--- config.mk ---
export PLATFORM = sky130hd
export DESIGN_NAME = gated_sixteen_bit_timer
export DESIGN_NICKNAME = d
export VERILOG_FILES = /design/src/core/gated_timer_pkg.sv /design/src/core/gated_sixteen_bit_timer.sv
export SDC_FILE = /design/constraint.sdc
export NUM_CORES = 1
export LEC_CHECK = 0
export BUFFER_PORTS_ARGS = -buffer_cell sky130_fd_sc_hd__buf_2
export CAP_MARGIN = 20
export CORE_MARGIN = 1.5
export CORE_UTILIZATION = 35
export CTS_BUF_LIST = sky130_fd_sc_hd__clkbuf_16
export DETAILED_ROUTE_END_ITERATION = 7
export PLACE_DENSITY = 0.65
export SLEW_MARGIN = 20
export SYNTH_ARGS = -nofsm -noshare
export SYNTH_HDL_FRONTEND = slang
export SYNTH_SLANG_ARGS = --single-unit
--- constraint.sdc ---
create_clock -name clk_i -period 4.9 [get_ports clk_i]
set_input_delay 0.49 -clock clk_i [delete_from_list [all_inputs] [get_ports clk_i]]
set_output_delay 0.49 -clock clk_i [all_outputs]
set_load 0.03 [all_outputs]
--- src/core/gated_timer_pkg.sv ---
package gated_timer_pkg;

  // register byte addresses (word aligned)
  localparam logic [3:0] count_low_addr = 4'h0;
  localparam logic [3:0] count_high_addr = 4'h4;
  localparam logic [3:0] control_addr = 4'h8;
  localparam logic [3:0] status_addr = 4'hc;

  // control register field positions
  localparam int run_enable_pos = 0;
  localparam int source_select_pos = 1;
  localparam int sync_disable_pos = 2;
  localparam int crystal_enable_pos = 3;
  localparam int prescale_lo_pos = 4;
  localparam int alternate_source_pos = 6;
  localparam int internal_oscillator_mode_pos = 7;

  // status register field positions
  localparam int wrap_flag_pos = 0;
  localparam int timebase_ok_pos = 1;
  localparam int crystal_active_pos = 2;

  localparam logic [7:0] control_reset = 8'h00;
  localparam logic [15:0] count_reset = 16'h0000;
  localparam logic [2:0] prescale_reset = 3'h0;

  // fosc/4 instruction cycle: one enable every 4 clocks
  localparam int instr_div = 4;
  localparam logic [1:0] instr_div_last = 2'(instr_div - 1);

  typedef enum logic [2:0] {
    bus_idle = 3'b001,
    bus_ack = 3'b010,
    bus_done = 3'b100
  } bus_state_e;

  typedef struct packed {
    logic internal_oscillator_mode;
    logic alternate_source_bit;
    logic [1:0] prescale_select_field;
    logic crystal_enable_bit;
    logic sync_disable_bit;
    logic source_select_bit;
    logic run_enable_bit;
  } control_s;

  typedef struct packed {
    logic pin5_direction_bit;
    logic pin4_direction_bit;
    logic pin5_data_bit;
    logic pin4_data_bit;
  } port_view_s;

endpackage

--- src/core/gated_sixteen_bit_timer.sv ---
// Behaviour
// (RL1) 16-bit up-counter seen as two bytes; byte writes replace that part at once.
// (RL2) source and alternate bits select fosc/4, fosc or the external count pin.
// (RL3) internal source advances once per prescaled instruction-cycle multiple.
// (RL4) external source in counting use advances on each rising edge of the pin.
// (RL5) external count may be resynchronized or drive the counter asynchronously; here both paths are sampled on clk_i.
// (RL6) with internal oscillator and no clock out, crystal can be the count clock.
// (RL7) rising edges ignored until one falling edge after enable, write or re-enable; here re-enable needs it only after stop-high, start-low.
// (RL8) two-bit prescale field divides the chosen clock by 1, 2, 4 or 8.
// (RL9) prescale counter hidden from software; any count byte write clears it.
// (RL10) crystal enable bit starts the 32.768 kHz oscillator; it runs in sleep.
// (RL11) crystal only usable when the system runs from internal or low-power oscillator.
// (RL12) crystal enabled forces pin5/pin4 direction to one and data reads to zero.
// (RL13) software sets crystal enable and waits for start-up before enabling counter.
// (RL14) sync disable bit bypasses resynchronization; count runs asynchronous to phases; here it only skips the agreement filter on clk_i.
// (RL15) asynchronous counting runs during sleep; wrap raises a wake-capable interrupt.
// (RL16) sync/async switching may lose or add one increment.
// (RL17) async or fosc-clocked counting is no capture/compare time base; here fosc drops timebase_valid_o only with internal_oscillator_mode set.
// (RL18) counter wraps from maximum to zero and each wrap sets the wrap flag.
// (RL19) run enable set starts counting, cleared stops it.
// (RL20) prescale field: 11 is 1:8, 10 is 1:4, 01 is 1:2, 00 is 1:1.
`timescale 1ns/1ps
`default_nettype none
module gated_sixteen_bit_timer (
  input wire logic clk_i,
  input wire logic arst_n_i,
  input wire logic [3:0] avs_address_i,
  input wire logic avs_read_i,
  input wire logic avs_write_i,
  input wire logic [31:0] avs_writedata_i,
  input wire logic [3:0] avs_byteenable_i,
  output logic [31:0] avs_readdata_o,
  output logic avs_waitrequest_o,
  input wire logic external_count_pin_i,
  input wire logic crystal_clock_i,
  input wire logic sleep_i,
  input wire logic lp_osc_mode_i,
  input wire logic pin5_direction_sw_i,
  input wire logic pin4_direction_sw_i,
  input wire logic pin5_data_raw_i,
  input wire logic pin4_data_raw_i,
  output logic crystal_osc_enable_o,
  output logic wrap_interrupt_o,
  output logic wake_o,
  output logic timebase_valid_o,
  output gated_timer_pkg::port_view_s port_view_o
);

  gated_timer_pkg::control_s control;
  gated_timer_pkg::bus_state_e bus_state;
  logic [15:0] count;
  logic [2:0] prescale;
  logic [1:0] instr_cnt;
  logic instr_tick;
  logic wrap_interrupt_flag;
  logic ext_s1, ext_s2, ext_s3;
  logic ext_level;
  logic ext_prev;
  logic armed;
  logic run_prev;
  logic ever_enabled;
  logic stop_level;
  logic rearm_needed;
  logic awake;
  logic ext_source;
  logic timebase_next;
  logic count_write;
  logic crystal_usable;
  logic ext_sel;
  logic raw_rise;
  logic raw_fall;
  logic src_tick;
  logic [2:0] prescale_mask;
  logic pre_tick;
  logic count_tick;
  logic bus_hit;
  logic [31:0] next_readdata;
  logic [15:0] next_count;

  // the sync-disable path still passes the pin stages: a single clock domain
  // has no true async count, so async mode only skips the agreement filter
  always_ff @(posedge clk_i or negedge arst_n_i) begin
    if (!arst_n_i) begin
      ext_s1 <= 1'b0;
      ext_s2 <= 1'b0;
      ext_s3 <= 1'b0;
    end else begin
      ext_s1 <= ext_source;
      ext_s2 <= ext_s1;
      ext_s3 <= ext_s2;
    end
  end

  always_ff @(posedge clk_i or negedge arst_n_i) begin
    if (!arst_n_i) begin
      ext_level <= 1'b0;
    end else if (control.sync_disable_bit) begin
      ext_level <= ext_s2; // see (RL14)
    end else if (ext_s2 == ext_s3) begin
      ext_level <= ext_s3; // see (RL5)
    end
  end

  always_ff @(posedge clk_i or negedge arst_n_i) begin
    if (!arst_n_i) begin
      ext_prev <= 1'b0;
    end else begin
      ext_prev <= ext_level;
    end
  end

  assign raw_rise = ext_level && !ext_prev;
  assign raw_fall = !ext_level && ext_prev;

  always_ff @(posedge clk_i or negedge arst_n_i) begin
    if (!arst_n_i) begin
      instr_cnt <= 2'h0;
    end else if (instr_cnt == gated_timer_pkg::instr_div_last) begin
      instr_cnt <= 2'h0;
    end else begin
      instr_cnt <= instr_cnt + 2'h1;
    end
  end

  assign instr_tick = instr_cnt == gated_timer_pkg::instr_div_last;
  assign crystal_usable = control.internal_oscillator_mode || lp_osc_mode_i; // see (RL11)
  assign ext_sel = control.source_select_bit;
  // crystal and count pin share one synchroniser, so a switch may show a false edge
  assign ext_source = control.crystal_enable_bit && crystal_usable ? crystal_clock_i : external_count_pin_i; // see (RL6)
  // sleep stops the fosc-derived modes; only the unsynchronised pin path runs on
  assign awake = !sleep_i || (ext_sel && control.sync_disable_bit); // see (RL15)
  // fosc clocking from the internal oscillator cannot feed capture/compare
  assign timebase_next = !(ext_sel && control.sync_disable_bit)
    && !(!ext_sel && control.alternate_source_bit && control.internal_oscillator_mode); // see (RL17)

  // only the first start after reset, or a stop while high and start while low,
  // asks for a fresh falling edge; a plain restart keeps the arm
  always_ff @(posedge clk_i or negedge arst_n_i) begin
    if (!arst_n_i) begin
      run_prev <= 1'b0;
    end else begin
      run_prev <= control.run_enable_bit;
    end
  end

  always_ff @(posedge clk_i or negedge arst_n_i) begin
    if (!arst_n_i) begin
      ever_enabled <= 1'b0;
    end else if (control.run_enable_bit) begin
      ever_enabled <= 1'b1;
    end
  end

  always_ff @(posedge clk_i or negedge arst_n_i) begin
    if (!arst_n_i) begin
      stop_level <= 1'b0;
    end else if (!control.run_enable_bit && run_prev) begin
      stop_level <= ext_level; // see (RL7)
    end
  end

  assign rearm_needed = control.run_enable_bit && !run_prev && (!ever_enabled || (stop_level && !ext_level));

  // a count write and a falling edge in one cycle leave it disarmed
  always_ff @(posedge clk_i or negedge arst_n_i) begin
    if (!arst_n_i) begin
      armed <= 1'b0;
    end else if (count_write || rearm_needed) begin
      armed <= 1'b0; // see (RL7)
    end else if (raw_fall) begin
      armed <= 1'b1; // see (RL7)
    end
  end

  always_comb begin
    if (ext_sel) begin
      src_tick = raw_rise && armed; // see (RL4)
    end else if (control.alternate_source_bit) begin
      src_tick = 1'b1; // see (RL2)
    end else begin
      src_tick = instr_tick; // see (RL3)
    end
  end

  always_comb begin
    case (control.prescale_select_field) // see (RL20)
      2'b11: prescale_mask = 3'h7;
      2'b10: prescale_mask = 3'h3;
      2'b01: prescale_mask = 3'h1;
      default: prescale_mask = 3'h0;
    endcase
  end

  assign pre_tick = (prescale & prescale_mask) == prescale_mask; // see (RL8)
  assign count_tick = control.run_enable_bit && src_tick && pre_tick && !count_write; // see (RL19)

  always_ff @(posedge clk_i or negedge arst_n_i) begin
    if (!arst_n_i) begin
      prescale <= gated_timer_pkg::prescale_reset;
    end else if (count_write) begin
      prescale <= gated_timer_pkg::prescale_reset; // see (RL9)
    end else if (control.run_enable_bit && src_tick && awake) begin
      prescale <= pre_tick ? 3'h0 : prescale + 3'h1;
    end
  end

  assign bus_hit = bus_state == gated_timer_pkg::bus_ack;
  assign count_write = bus_hit && avs_write_i && avs_byteenable_i[0]
    && (avs_address_i == gated_timer_pkg::count_low_addr || avs_address_i == gated_timer_pkg::count_high_addr);

  always_comb begin
    next_count = count;
    if (count_tick) begin
      next_count = count + 16'h0001; // see (RL18)
    end
    if (count_write && avs_address_i == gated_timer_pkg::count_low_addr) begin
      next_count[7:0] = avs_writedata_i[7:0]; // see (RL1)
    end
    if (count_write && avs_address_i == gated_timer_pkg::count_high_addr) begin
      next_count[15:8] = avs_writedata_i[7:0]; // see (RL1)
    end
  end

  // sleep gates only the synchronous modes; async keeps counting
  always_ff @(posedge clk_i or negedge arst_n_i) begin
    if (!arst_n_i) begin
      count <= gated_timer_pkg::count_reset;
    end else if (awake || count_write) begin
      count <= next_count; // see (RL15)
    end
  end

  // set wins over a software clear in the same cycle
  always_ff @(posedge clk_i or negedge arst_n_i) begin
    if (!arst_n_i) begin
      wrap_interrupt_flag <= 1'b0;
    end else if (count_tick && awake && count == 16'hffff) begin
      wrap_interrupt_flag <= 1'b1; // see (RL18)
    end else if (bus_hit && avs_write_i && avs_byteenable_i[0] && avs_address_i == gated_timer_pkg::status_addr
                 && avs_writedata_i[gated_timer_pkg::wrap_flag_pos]) begin
      wrap_interrupt_flag <= 1'b0;
    end
  end

  always_ff @(posedge clk_i or negedge arst_n_i) begin
    if (!arst_n_i) begin
      control <= gated_timer_pkg::control_reset;
    end else if (bus_hit && avs_write_i && avs_byteenable_i[0] && avs_address_i == gated_timer_pkg::control_addr) begin
      control <= avs_writedata_i[7:0];
    end
  end

  always_comb begin
    next_readdata = 32'h0000_0000;
    if (avs_address_i == gated_timer_pkg::count_low_addr) begin
      next_readdata[7:0] = count[7:0];
    end else if (avs_address_i == gated_timer_pkg::count_high_addr) begin
      next_readdata[7:0] = count[15:8];
    end else if (avs_address_i == gated_timer_pkg::control_addr) begin
      next_readdata[7:0] = control;
    end else if (avs_address_i == gated_timer_pkg::status_addr) begin
      next_readdata[gated_timer_pkg::wrap_flag_pos] = wrap_interrupt_flag;
      next_readdata[gated_timer_pkg::timebase_ok_pos] = timebase_valid_o;
      next_readdata[gated_timer_pkg::crystal_active_pos] = crystal_osc_enable_o;
    end
  end

  // read data is caught at the take edge and held until the next request
  always_ff @(posedge clk_i or negedge arst_n_i) begin
    if (!arst_n_i) begin
      avs_readdata_o <= 32'h0000_0000;
    end else if (bus_state == gated_timer_pkg::bus_idle && (avs_read_i || avs_write_i)) begin
      avs_readdata_o <= next_readdata;
    end
  end

  // fixed three-state answer: idle, ack (waitrequest low), done
  always_ff @(posedge clk_i or negedge arst_n_i) begin
    if (!arst_n_i) begin
      bus_state <= gated_timer_pkg::bus_idle;
      avs_waitrequest_o <= 1'b1;
    end else begin
      case (bus_state)
        gated_timer_pkg::bus_idle: begin
          if (avs_read_i || avs_write_i) begin
            bus_state <= gated_timer_pkg::bus_ack;
            avs_waitrequest_o <= 1'b0;
          end
        end
        gated_timer_pkg::bus_ack: begin
          bus_state <= gated_timer_pkg::bus_done;
          avs_waitrequest_o <= 1'b1;
        end
        default: begin
          bus_state <= gated_timer_pkg::bus_idle;
        end
      endcase
    end
  end

  always_ff @(posedge clk_i or negedge arst_n_i) begin
    if (!arst_n_i) begin
      crystal_osc_enable_o <= 1'b0;
    end else begin
      crystal_osc_enable_o <= control.crystal_enable_bit && crystal_usable; // see (RL10)
    end
  end

  always_ff @(posedge clk_i or negedge arst_n_i) begin
    if (!arst_n_i) begin
      wrap_interrupt_o <= 1'b0;
    end else begin
      wrap_interrupt_o <= wrap_interrupt_flag; // see (RL18)
    end
  end

  // wake only matters while asleep; awake software sees the flag itself
  always_ff @(posedge clk_i or negedge arst_n_i) begin
    if (!arst_n_i) begin
      wake_o <= 1'b0;
    end else begin
      wake_o <= wrap_interrupt_flag && sleep_i; // see (RL15)
    end
  end

  always_ff @(posedge clk_i or negedge arst_n_i) begin
    if (!arst_n_i) begin
      timebase_valid_o <= 1'b0;
    end else begin
      timebase_valid_o <= timebase_next;
    end
  end

  // forced view hides the pins from software while the crystal owns them
  always_ff @(posedge clk_i or negedge arst_n_i) begin
    if (!arst_n_i) begin
      port_view_o <= '0;
    end else if (control.crystal_enable_bit && crystal_usable) begin
      port_view_o <= 4'hc; // see (RL12)
    end else begin
      port_view_o <= {pin5_direction_sw_i, pin4_direction_sw_i, pin5_data_raw_i, pin4_data_raw_i};
    end
  end

endmodule // gated_sixteen_bit_timer
`default_nettype wire

* Yosys cells after proc, flatten, opt, wreduce, memory -nomap -nowiden
Index checks and enable logic that the tools add are counted.
** Operators by class
- Muxes and demuxes :: 27
- Add/subtract/negate cells :: 3
- Reduce and logical (&&, ||, !) cells :: 56
- Equal/unequal tests :: 13
- $lt $le $gt $ge :: 0
- Divide/modulo/power cells :: 0
- Shift operators :: 0
- Multipliers :: 0
- Bitwise operators :: 1
** Operators with widths (count)
- $mux 8 :: 4
- $logic_and 1x1->1 :: 28
- $mux 3 :: 6
- $add 16x1->16 const B :: 1
- $eq 16x16->1 const B :: 1
- $mux 16 :: 1
- $reduce_bool 2->1 :: 7
- $logic_not 1->1 :: 10
- $mux 1 :: 10
- $pmux 3 s3 :: 1
- $eq 4x4->1 const B :: 2
- $logic_or 1x1->1 :: 7
- $eq 2x2->1 const B :: 3
- $pmux 3 s2 :: 1
- $reduce_and 2->1 :: 3
- $mux 5 :: 1
- $eq 4x3->1 const B :: 1
- $logic_not 4->1 :: 1
- $mux 4 :: 1
- $add 3x1->3 const B :: 1
- $and 3x3->3 :: 1
- $eq 3x1->1 const B :: 1
- $eq 3x2->1 const B :: 1
- $eq 3x3->1 :: 1
- 6 further kinds :: 6
** Storage, ports and cells
- RAM bits :: 0
- Memories kept :: 0
- Bits in latches :: 0
- Memory bits (read-only) :: 0
- Word-level logic and storage cells :: 132
- Register bits after elaboration :: 59

* Longest topological paths before layout
Gate-level depths: netlist of run 1.
- Word-level depth :: 10
- Gate-level depth with buffers :: 7
- Gate-level depth less buffers :: 6

* Worst setup path after synthesis of run 1
Ideal clock, no wire load.
- Path kind :: in2reg
- Start :: input avs_address_i[3]
- End :: register count[7]
- Setup slack :: 2.929 ns
- Arrival :: 1.875 ns
- Required time :: 4.804 ns
- Library setup time :: 0.096 ns
- Stages on the path :: 6
- Cells stage by stage :: or4b_1 or2_1 buf_2 nand3_2 nor2_1 a311oi_2
** On the way
- Cells in the longest elaborated chain, start to end :: 7
- Elaborated cells on any way between the ends :: 11
- Those cells by class :: eq/ne: 1; mux: 1; reduce/logical: 9
** Ends and longest elaborated chain
- start: declaration :: line gated_sixteen_bit_timer.sv:27 : input wire logic [3:0] avs_address_i,
- $eq 4x3->1 / $logic_not 4->1 (equally long branches) :: line gated_sixteen_bit_timer.sv:209, gated_sixteen_bit_timer.sv:216
- $logic_or 1x1->1 :: line gated_sixteen_bit_timer.sv:209 : && (avs_address_i == gated_timer_pkg::count_low_addr || avs_address_i == gated_timer_pkg::count_high_addr);
- $logic_and 1x1->1 :: line gated_sixteen_bit_timer.sv:209
- $logic_not 1->1 :: line gated_sixteen_bit_timer.sv:195 : assign count_tick = control.run_enable_bit && src_tick && pre_tick && !count_write;
- $logic_and 1x1->1 :: line gated_sixteen_bit_timer.sv:195
- $reduce_bool 2->1 (no source line)
- $reduce_and 2->1 (no source line)
- end signal: assignment :: line gated_sixteen_bit_timer.sv:227 : count <= gated_timer_pkg::count_reset;
- end signal: assignment :: line gated_sixteen_bit_timer.sv:229 : count <= next_count;
- end: declaration :: line gated_sixteen_bit_timer.sv:51 : logic [15:0] count;
Several ways; a longest one is shown, not always the timed one.
A chain may end at the register's enable or synchronous reset.

* Worst setup path in the final report of run 1
Ends and elaborated chain as after synthesis.

==> impl_results.md, run 1 <==
- Cell area after layout: about 3600 um2
- CTS Buffer Depth: 2
- Met2 wire length: between 3000 and 4000 um
- Slowest-stage cell, CP: nor2_2
- Total vias in the final route: 2496
- Max Cap Violations: 0
- Routed WL: between 7000 and 8000 um
- Synth top area share: roughly 46%
- Cell variety after synth: 56
- Placed insts: roughly 440
- Starting Density: about 36%
- Setup violations, final: 0
- Fin crit share: roughly 51%
- Startpoint Class: input port
- Die width: between 90 and 100 um
- Final HPWL DP: roughly 5000 um
- Top layer in use: met4
- Clock skew: about 0.0043 ns
- Synth Instances: around 310
- Final Instance Count excl. Fillers: 460
- Max Slew Vio Count: 0
- Number of global-route vias before repair: between 2000 and 2500
- Most used DFF post-synth: dfrtp_1
- Die area: ~9400 um2
- Core area: roughly 8600 um2
- Xor and xnor area share after synthesis: 0%
- Post-DR wirelength/cell: between 15 and 20 um
- Total GRT Usage: approximately 17%
- CTS tree: built
- P&R area growth vs syn: 15.1%
- CTS buffer count: 9
- Worst r2r dst: count[7]$_DFFE_PN0P_
- Post-synth EDFFs: 0
- Clk slew on worst S/H paths: 0.05 ns
- Via-to-Cell Ratio: 5.43
- Ys Warns: 0
- Async SR Flop Fraction: between 90% and 100%
- Relative slew slack: between 40% and 50%
- CTS Sinks: between 50 and 60
- Top post-synthesis cells by area: dfrtp_1 46%, buf_4 5.8%, nand2_1 4.4%
- Drt first pass iters: 5
- Post-DP Area: roughly 3300 um2
- Die Y: between 90 and 100 um
- CP Data Arrival Time: 2.71 ns
- Leakage Power: 1.65 nW
- Layout cells sized above 1: between 20 and 25%
- Tmin final: 2.49 ns
- Syn Area/Cell: ~10 um2
- Gr ovfl total: 0
- Final GP Congestion: between 0.8 and 0.9
- Worst skew pair latency: 0.32 ns
- # Post-CTS Setup Buffers: 0
- Critical-path maximum fanout: 19
- P per Cell Area: ~410 nW/um2
- Residual DRC: 0
- Fill cells: 865
- Multi-input logic area: about 1400 um2
- Flop2flop setup slack: around 2.4 ns
- IO Count: 93
- Post-CTS Hold Buffers: 0
- Critical Path RT: roughly 5 ns
- R2R cell count: 5
- Synth cell count leaders: 57 x dfrtp_1, 36 x nand2_1, 24 x buf_4
- WS Path Type: in -> reg
- Compound-Gate Fraction of Synth Area: about 16%
- Initial antenna violation count: 0
- Nets@finish: ~400
- RSZ-0062 raised after global routing: no
- Critical path cell sequence: buf_2, or4b_1, nor2_2, nand2_1, o311a_1, a311oi_2
- Resize count post-CTS: 0
- DRT met1 WL: between 3000 and 4000 um
- Combinational family with the most area after synthesis: simple AND/OR/NAND/NOR gates
- Most numerous cell in the Yosys netlist: dfrtp_1
- Synthesized area: 3090 um2
- Reg-to-Reg Start: bus_state[0]$_DFFE_PN1P_
- First-pass GRT wire length: 12200 um
- Mux share of post-synthesis cell area: under 10%
- Largest net degree at the start of global routing: 60
- Routed Antenna Nets: 0
- Seq/Total Area, Yosys: between 40% and 50%
- Synth Register Bits: between 50 and 60
- Outcome: finished, final reports clean
- CTS Root Buffer Type: clkbuf_16
- Sequential Area: 1480 um2
- DR iter-0 viols: ~300
- Met3 WL: 653 um
- Slew @ Worst Pin: 0.793 ns
- H-tree Lvls: 3
- CP max stage delay: roughly 0.63 ns
- Number of port buffers: roughly 40
- N_diodes: 0
- Num rows: 34
- Simple-gate portion of the synthesized area: 19.3%
- Area leader, netlist: dfrtp_1
- Element type at the critical path end: flop
- Post-Synth Adder-Cell Area: 1.22%
- FMAX: ~400 MHz
- Setup TNS: 0 ns
- Peak VDD IR: ~0.24 mV
- Hold Crit Class: in -> async
- Final Hold Fails: 0
cell usage in the layout, fill, tap and decap left out, types with 4 or more instances in the layout:
cell type	netlist	layout
o31ai_1	4	4
nor2b_1	5	5
buf_2	3	41
o21ai_0	14	14
inv_1	14	17
clkbuf_16	0	9
and3_1	4	4
nand3_1	12	12
or2_2	4	4
nand4_1	6	6
dfrtp_1	57	57
or3_1	4	4
a22o_1	8	8
nor2_1	9	9
nor3_1	7	7
a21oi_1	8	8
o211ai_1	8	8
and2_1	7	7
mux2i_1	5	5
mux2_2	8	8
conb_1	1	24
nand2_1	36	36
how the worst max path moves through the flow:
stage          slack, ns                   from  depth (start not counted)                               to
2_1_floorplan       2.93       avs_address_i[3]                          6             count[7]$_DFFE_PN0P_
3_3_place_gp        2.12       avs_address_i[3]                          6             count[7]$_DFFE_PN0P_
3_5_place_dp        2.12       avs_address_i[3]                          6             count[6]$_DFFE_PN0P_
4_1_cts             2.46       avs_address_i[3]                          6             count[7]$_DFFE_PN0P_
5_1_grt             2.29  ext_level$_DFFE_PN0P_                          5  wrap_interrupt_flag$_DFFE_PN0P_
6_report            2.41       avs_address_i[3]                          6             count[7]$_DFFE_PN0P_
power breakdown:
| group | leakage [nW] | total [W] | switching, W | internal (W) |
|---|---|---|---|---|
| Clock | 0.138 | 0.000532 | 0.000203 | 0.000330 |
| Combinational | 0.757 | 0.000291 | 0.000184 | 0.000107 |
| Sequential | 0.752 | 0.000646 | 0.0000747 | 0.000571 |
| Total | 1.65 | 0.00147 | 0.000461 | 0.00101 |
critical path, delay by kind of cell:
kind	cells	cell delay (ns)
and+or+nand+nor	3	1.63
AOI/OAI and AO/OA	2	0.41
buffers and inverters	1	0.18
flip-flops by register name, summed over array words and instances, names as in the netlist:
name and count:
armed 1, avs_readdata_o 8, avs_waitrequest_o 1, bus_state 3, control 7, count 16, crystal_osc_enable_o 1, ever_enabled 1
ext_level 1, ext_prev 1, ext_s1 1, ext_s2 1, ext_s3 1, ext_sel 1, instr_cnt 2, port_view_o 4
prescale 3, run_prev 1, stop_level 1, timebase_valid_o 1, wake_o 1, wrap_interrupt_flag 1, wrap_interrupt_o 1
through the flow:
step           worst slack, ns  hold slack [ns]  total power [W]  util, %
5_1_grt                   2.29            0.349          0.00155     41.1
2_1_floorplan             2.93            0.194         0.000863        -
6_report                  2.41            0.329          0.00147     41.1
3_3_place_gp              2.12            0.332         0.000932     38.2
4_1_cts                   2.46            0.339          0.00148     41.1
3_5_place_dp              2.12            0.336         0.000942     38.2
routing by layer:
layer / vias up / GRT usage (%)
met3: 18 / 4.55
met5: - / 0
met4: 0 / 6.02
met1: 1189 / 23.5
met2: 135 / 24.4
li1: 1154 / -
cell families (layout without fill, tap and decap cells):
family          Yosys count  after routing
simple gates            111            111
buf+inv                  48             72
compound gates           67             67
other cells               1             24
mux                      16             16
fa+ha+maj                 3              3
flops                    59             59
area by class of cell:
cell class / instances / share of cell area [%]
flip-flops and latches: 59 / 41.6
well taps: 108 / 3.80
repair buffers: 42 / 5.99
inverters: 14 / 1.48
clock buffers: 9 / 6.34
clock inverters: 7 / 0.810
multi-input cells: 221 / 39.9
No activity file was read; power rests on OpenSTA's default activity.
==> inputs of run 2 (changes only) <==
--- a/config.mk
+++ b/config.mk
@@ -11,7 +11,7 @@
 export CORE_UTILIZATION = 35
 export CTS_BUF_LIST = sky130_fd_sc_hd__clkbuf_16
 export DETAILED_ROUTE_END_ITERATION = 7
-export PLACE_DENSITY = 0.65
+export PLACE_DENSITY = 0.67
 export SLEW_MARGIN = 20
 export SYNTH_ARGS = -nofsm -noshare
 export SYNTH_HDL_FRONTEND = slang
==> constraint.sdc (replaced) <==
create_clock -name clk_i -period 2.2 [get_ports clk_i]
set_input_delay 0.22 -clock clk_i [delete_from_list [all_inputs] [get_ports clk_i]]
set_output_delay 0.22 -clock clk_i [all_outputs]
set_load 0.03 [all_outputs]
==> run 2 against run 1 <==
Critical path type is now reg -> reg; clock-buffer cell count did not move; via count rose by 1.3%; largest cell class unchanged; largest power group is now the clock network; hold slack got worse by 0.25 ns; first-iteration DRC count fell by 29%.
==> impl_results.md, run 2 (synthesized netlist as in run 1, its figures left out) <==
- Leakage Power: 1.72 nW (+4.5%)
- Hold Crit Endpoint: port_view_o[2]$_DFF_PN0_
- WS Path Type: reg -> reg
- Most common cell after layout, fill and taps aside: dfrtp_1
- Peak VDD IR: 0.380 mV (+56%)
- Worst r2r dst: count[4]$_DFFE_PN0P_
- IO Count: 93 (unchanged)
- Final Hold Fails: 0 (unchanged)
- DR iter-0 viols: 210 (-29%)
- Initial antenna violation count: 0 (unchanged)
- Tmin final: just over 2 ns
- Routed Antenna Nets: 0 (unchanged)
- Startpoint Class: flop
- Final GP Congestion: 0.895 (+1.7%)
- Max reg flops: 16 (unchanged)
- Die Y: 96.9 um (unchanged)
- Placed insts: 455 (+2.5%)
- Num rows: 34 (unchanged)
- CP max stage delay: 0.47 ns (-0.16 ns)
- Relative slew slack: 63.2% (+16 points)
- Worst skew pair latency: 0.33 ns (about the same)
- Core area: 8640 um2 (unchanged)
- Design Power: 0.00363 W (+150%)
- CTS Root Buffer Type: clkbuf_16
- Via-to-Cell Ratio: 5.35 (-1.5%)
- Critical Path RT: 2.47 ns (-2.66 ns)
- Clock skew: 0.00546 ns (+0.00114 ns)
- Die width: 96.9 um (unchanged)
- Die area: 9390 um2 (unchanged)
- Stages on the worst setup path: 6 (unchanged)
- Buf/Inv on CP: 1 (unchanged)
- Reg-to-Reg Start: ext_prev$_DFF_PN0_
- Fill cells: 842 (-2.7%)
- Hold Crit Class: in -> reg
- Critical path cell sequence: nand3b_1, a211oi_2, nand4_4, buf_4, or4_1, nand3_1
- Total GRT Usage: 16.8% (+0.20 points)
- Number of global-route vias before repair: 2476 (+4.5%)
- Total vias in the final route: 2529 (+1.3%)
- N_diodes: 0 (unchanged)
- Element type at the critical path end: flop
- Worst Hold Depth: 2
- Residual DRC: 0 (unchanged)
- Layout cells sized above 1: 26.6% (+4.1 points)
- Fin crit share: between 90% and 100%
- Largest Register: count
- Flop2flop setup slack: 0.12 ns (-2.32 ns)
- Gr ovfl total: 0 (unchanged)
- CTS tree: built
- Post-DR wirelength/cell: 15.8 um (+1.8%)
- CTS buffer count: 9 (unchanged)
- Routed WL: 7460 um (+4.7%)
- CP Data Arrival Time: 2.34 ns (-0.37 ns)
- Largest net degree at the start of global routing: 25 (-58%)
- Starting Density: 35.7% (unchanged)
- Max Cap Violations: 0 (unchanged)
- Max Slew Vio Count: 0 (unchanged)
- R2R cell count: 6 (+1)
- Final HPWL DP: 5450 um (+8.6%)
- Setup violations, final: 0 (unchanged)
- FMAX: slightly below 500 MHz
- Top Registers: count (16), avs_readdata_o (8), control (7)
- Setup TNS: 0 ns (unchanged)
- CTS Sinks: 59 (unchanged)
- Nets@finish: 415 (+3.2%)
- HP Start: pin4_direction_sw_i
- Clk slew on worst S/H paths: 0.06 ns (about the same)
- CTS Buffer Depth: 2 (unchanged)
- Critical-path maximum fanout: 15 (-4)
- CP delay by family, top: simple AND/OR/NAND/NOR gates
- First-pass GRT wire length: 12400 um (+1.9%)
- Number of port buffers: 41 (unchanged)
- Drt first pass iters: 4 (-1)
- Most frequent cells in the layout: 56 x dfrtp_1, 41 x buf_2, 36 x nand2_1, 24 x conb_1
- Outcome: finished, final reports clean
- Final Util: 43.2% (+2.1 points)
- Final Instance Count excl. Fillers: 473 (+2.8%)
- P per Cell Area: 973 nW/um2 (+140%)
- P&R area growth vs syn: 21.0%
- H-tree Lvls: 3 (unchanged)
- Slew @ Worst Pin: 0.553 ns (-0.241 ns)
- Slowest-stage cell, CP: or4_1
[run 2: cell types whose count changed in the layout (fill, tap and decap cells not counted)]
cell | before | now
inv_1 | 17 | 14
clkinvlp_4 | 0 | 2
nand4_2 | 1 | 0
inv_6 | 0 | 1
clkinv_2 | 2 | 0
clkinv_4 | 0 | 2
buf_4 | 1 | 13
nand4_4 | 0 | 1
dfrtp_2 | 0 | 1
dlygate4sd3_1 | 0 | 1
clkinv_1 | 2 | 0
bufinv_16 | 0 | 2
dfrtp_1 | 57 | 56
[run 2: worst max-delay path by stage]
stage / start / end / slack, ns
6_report: ext_prev$_DFF_PN0_ / count[4]$_DFFE_PN0P_ / 0.12
5_1_grt: instr_cnt[0]$_DFF_PN0_ / count[4]$_DFFE_PN0P_ / -0.002
4_1_cts: ext_sel$_DFFE_PN0P_ / count[4]$_DFFE_PN0P_ / 0.06
3_5_place_dp: ext_sel$_DFFE_PN0P_ / count[4]$_DFFE_PN0P_ / 0.07
3_3_place_gp: ext_sel$_DFFE_PN0P_ / count[4]$_DFFE_PN0P_ / 0.1
2_1_floorplan: bus_state[0]$_DFFE_PN1P_ / count[7]$_DFFE_PN0P_ / 0.39
[run 2: timing repair]
action | 4_1_cts | 5_1_grt
cloned | 0 | 0
hold buffers | 1 | 0
endpoints found under the setup margin | 1 | 3
gates resized for setup | 1 | 1
pin swaps | 0 | 2
endpoints found under the hold margin | 20 | 0
setup buffers | 0 | 1
[run 2: where the power goes]
group | switching (W) | internal (W)
clock | 0.000523 | 0.000997
combinational | 0.000417 | 0.000260
sequential | 0.000166 | 0.00127
[run 2: layout make-up]
class | count | area, um2 | area share, %
sequential | 59 | 1480 | 39.6
multi-input combinational | 221 | 1430 | 38.2
timing repair buffer | 55 | 313 | 8.38
clock buffer | 9 | 225 | 6.03
tap | 108 | 135 | 3.62
clock inverter | 7 | 101 | 2.71
inverter | 14 | 52.6 | 1.41
[run 2: worst register-to-register path: cells and delay by family, from the launching register on]
family	cells	cell delay, ns
AO/OA/AOI/OAI	1	0.40
AND/OR/NAND/NOR	4	0.97
flip-flops	1	0.37
buffers and inverters	1	0.26
[run 2: routing by layer]
| layer | wire [um] | vias to the layer above | global-route usage [%] |
|---|---|---|---|
| met1 | 3390 | 1237 | 23.5 |
| met3 | 544 | 15 | 4.26 |
| met5 | 0 | - | 0 |
| li1 | - | 1181 | - |
| met4 | 148 | 0 | 7.58 |
| met2 | 3380 | 96 | 24.6 |
[run 2: stage by stage]
stage               hold WS, ns  setup slack, ns  area (um2)
floorplan               -0.0756            0.391        3170
global placement          0.234           0.0962        3380
detailed placement        0.242           0.0716        3380
CTS                      0.0763           0.0594        3730
global route             0.0825         -0.00162        3730
finish                   0.0771            0.123        3730
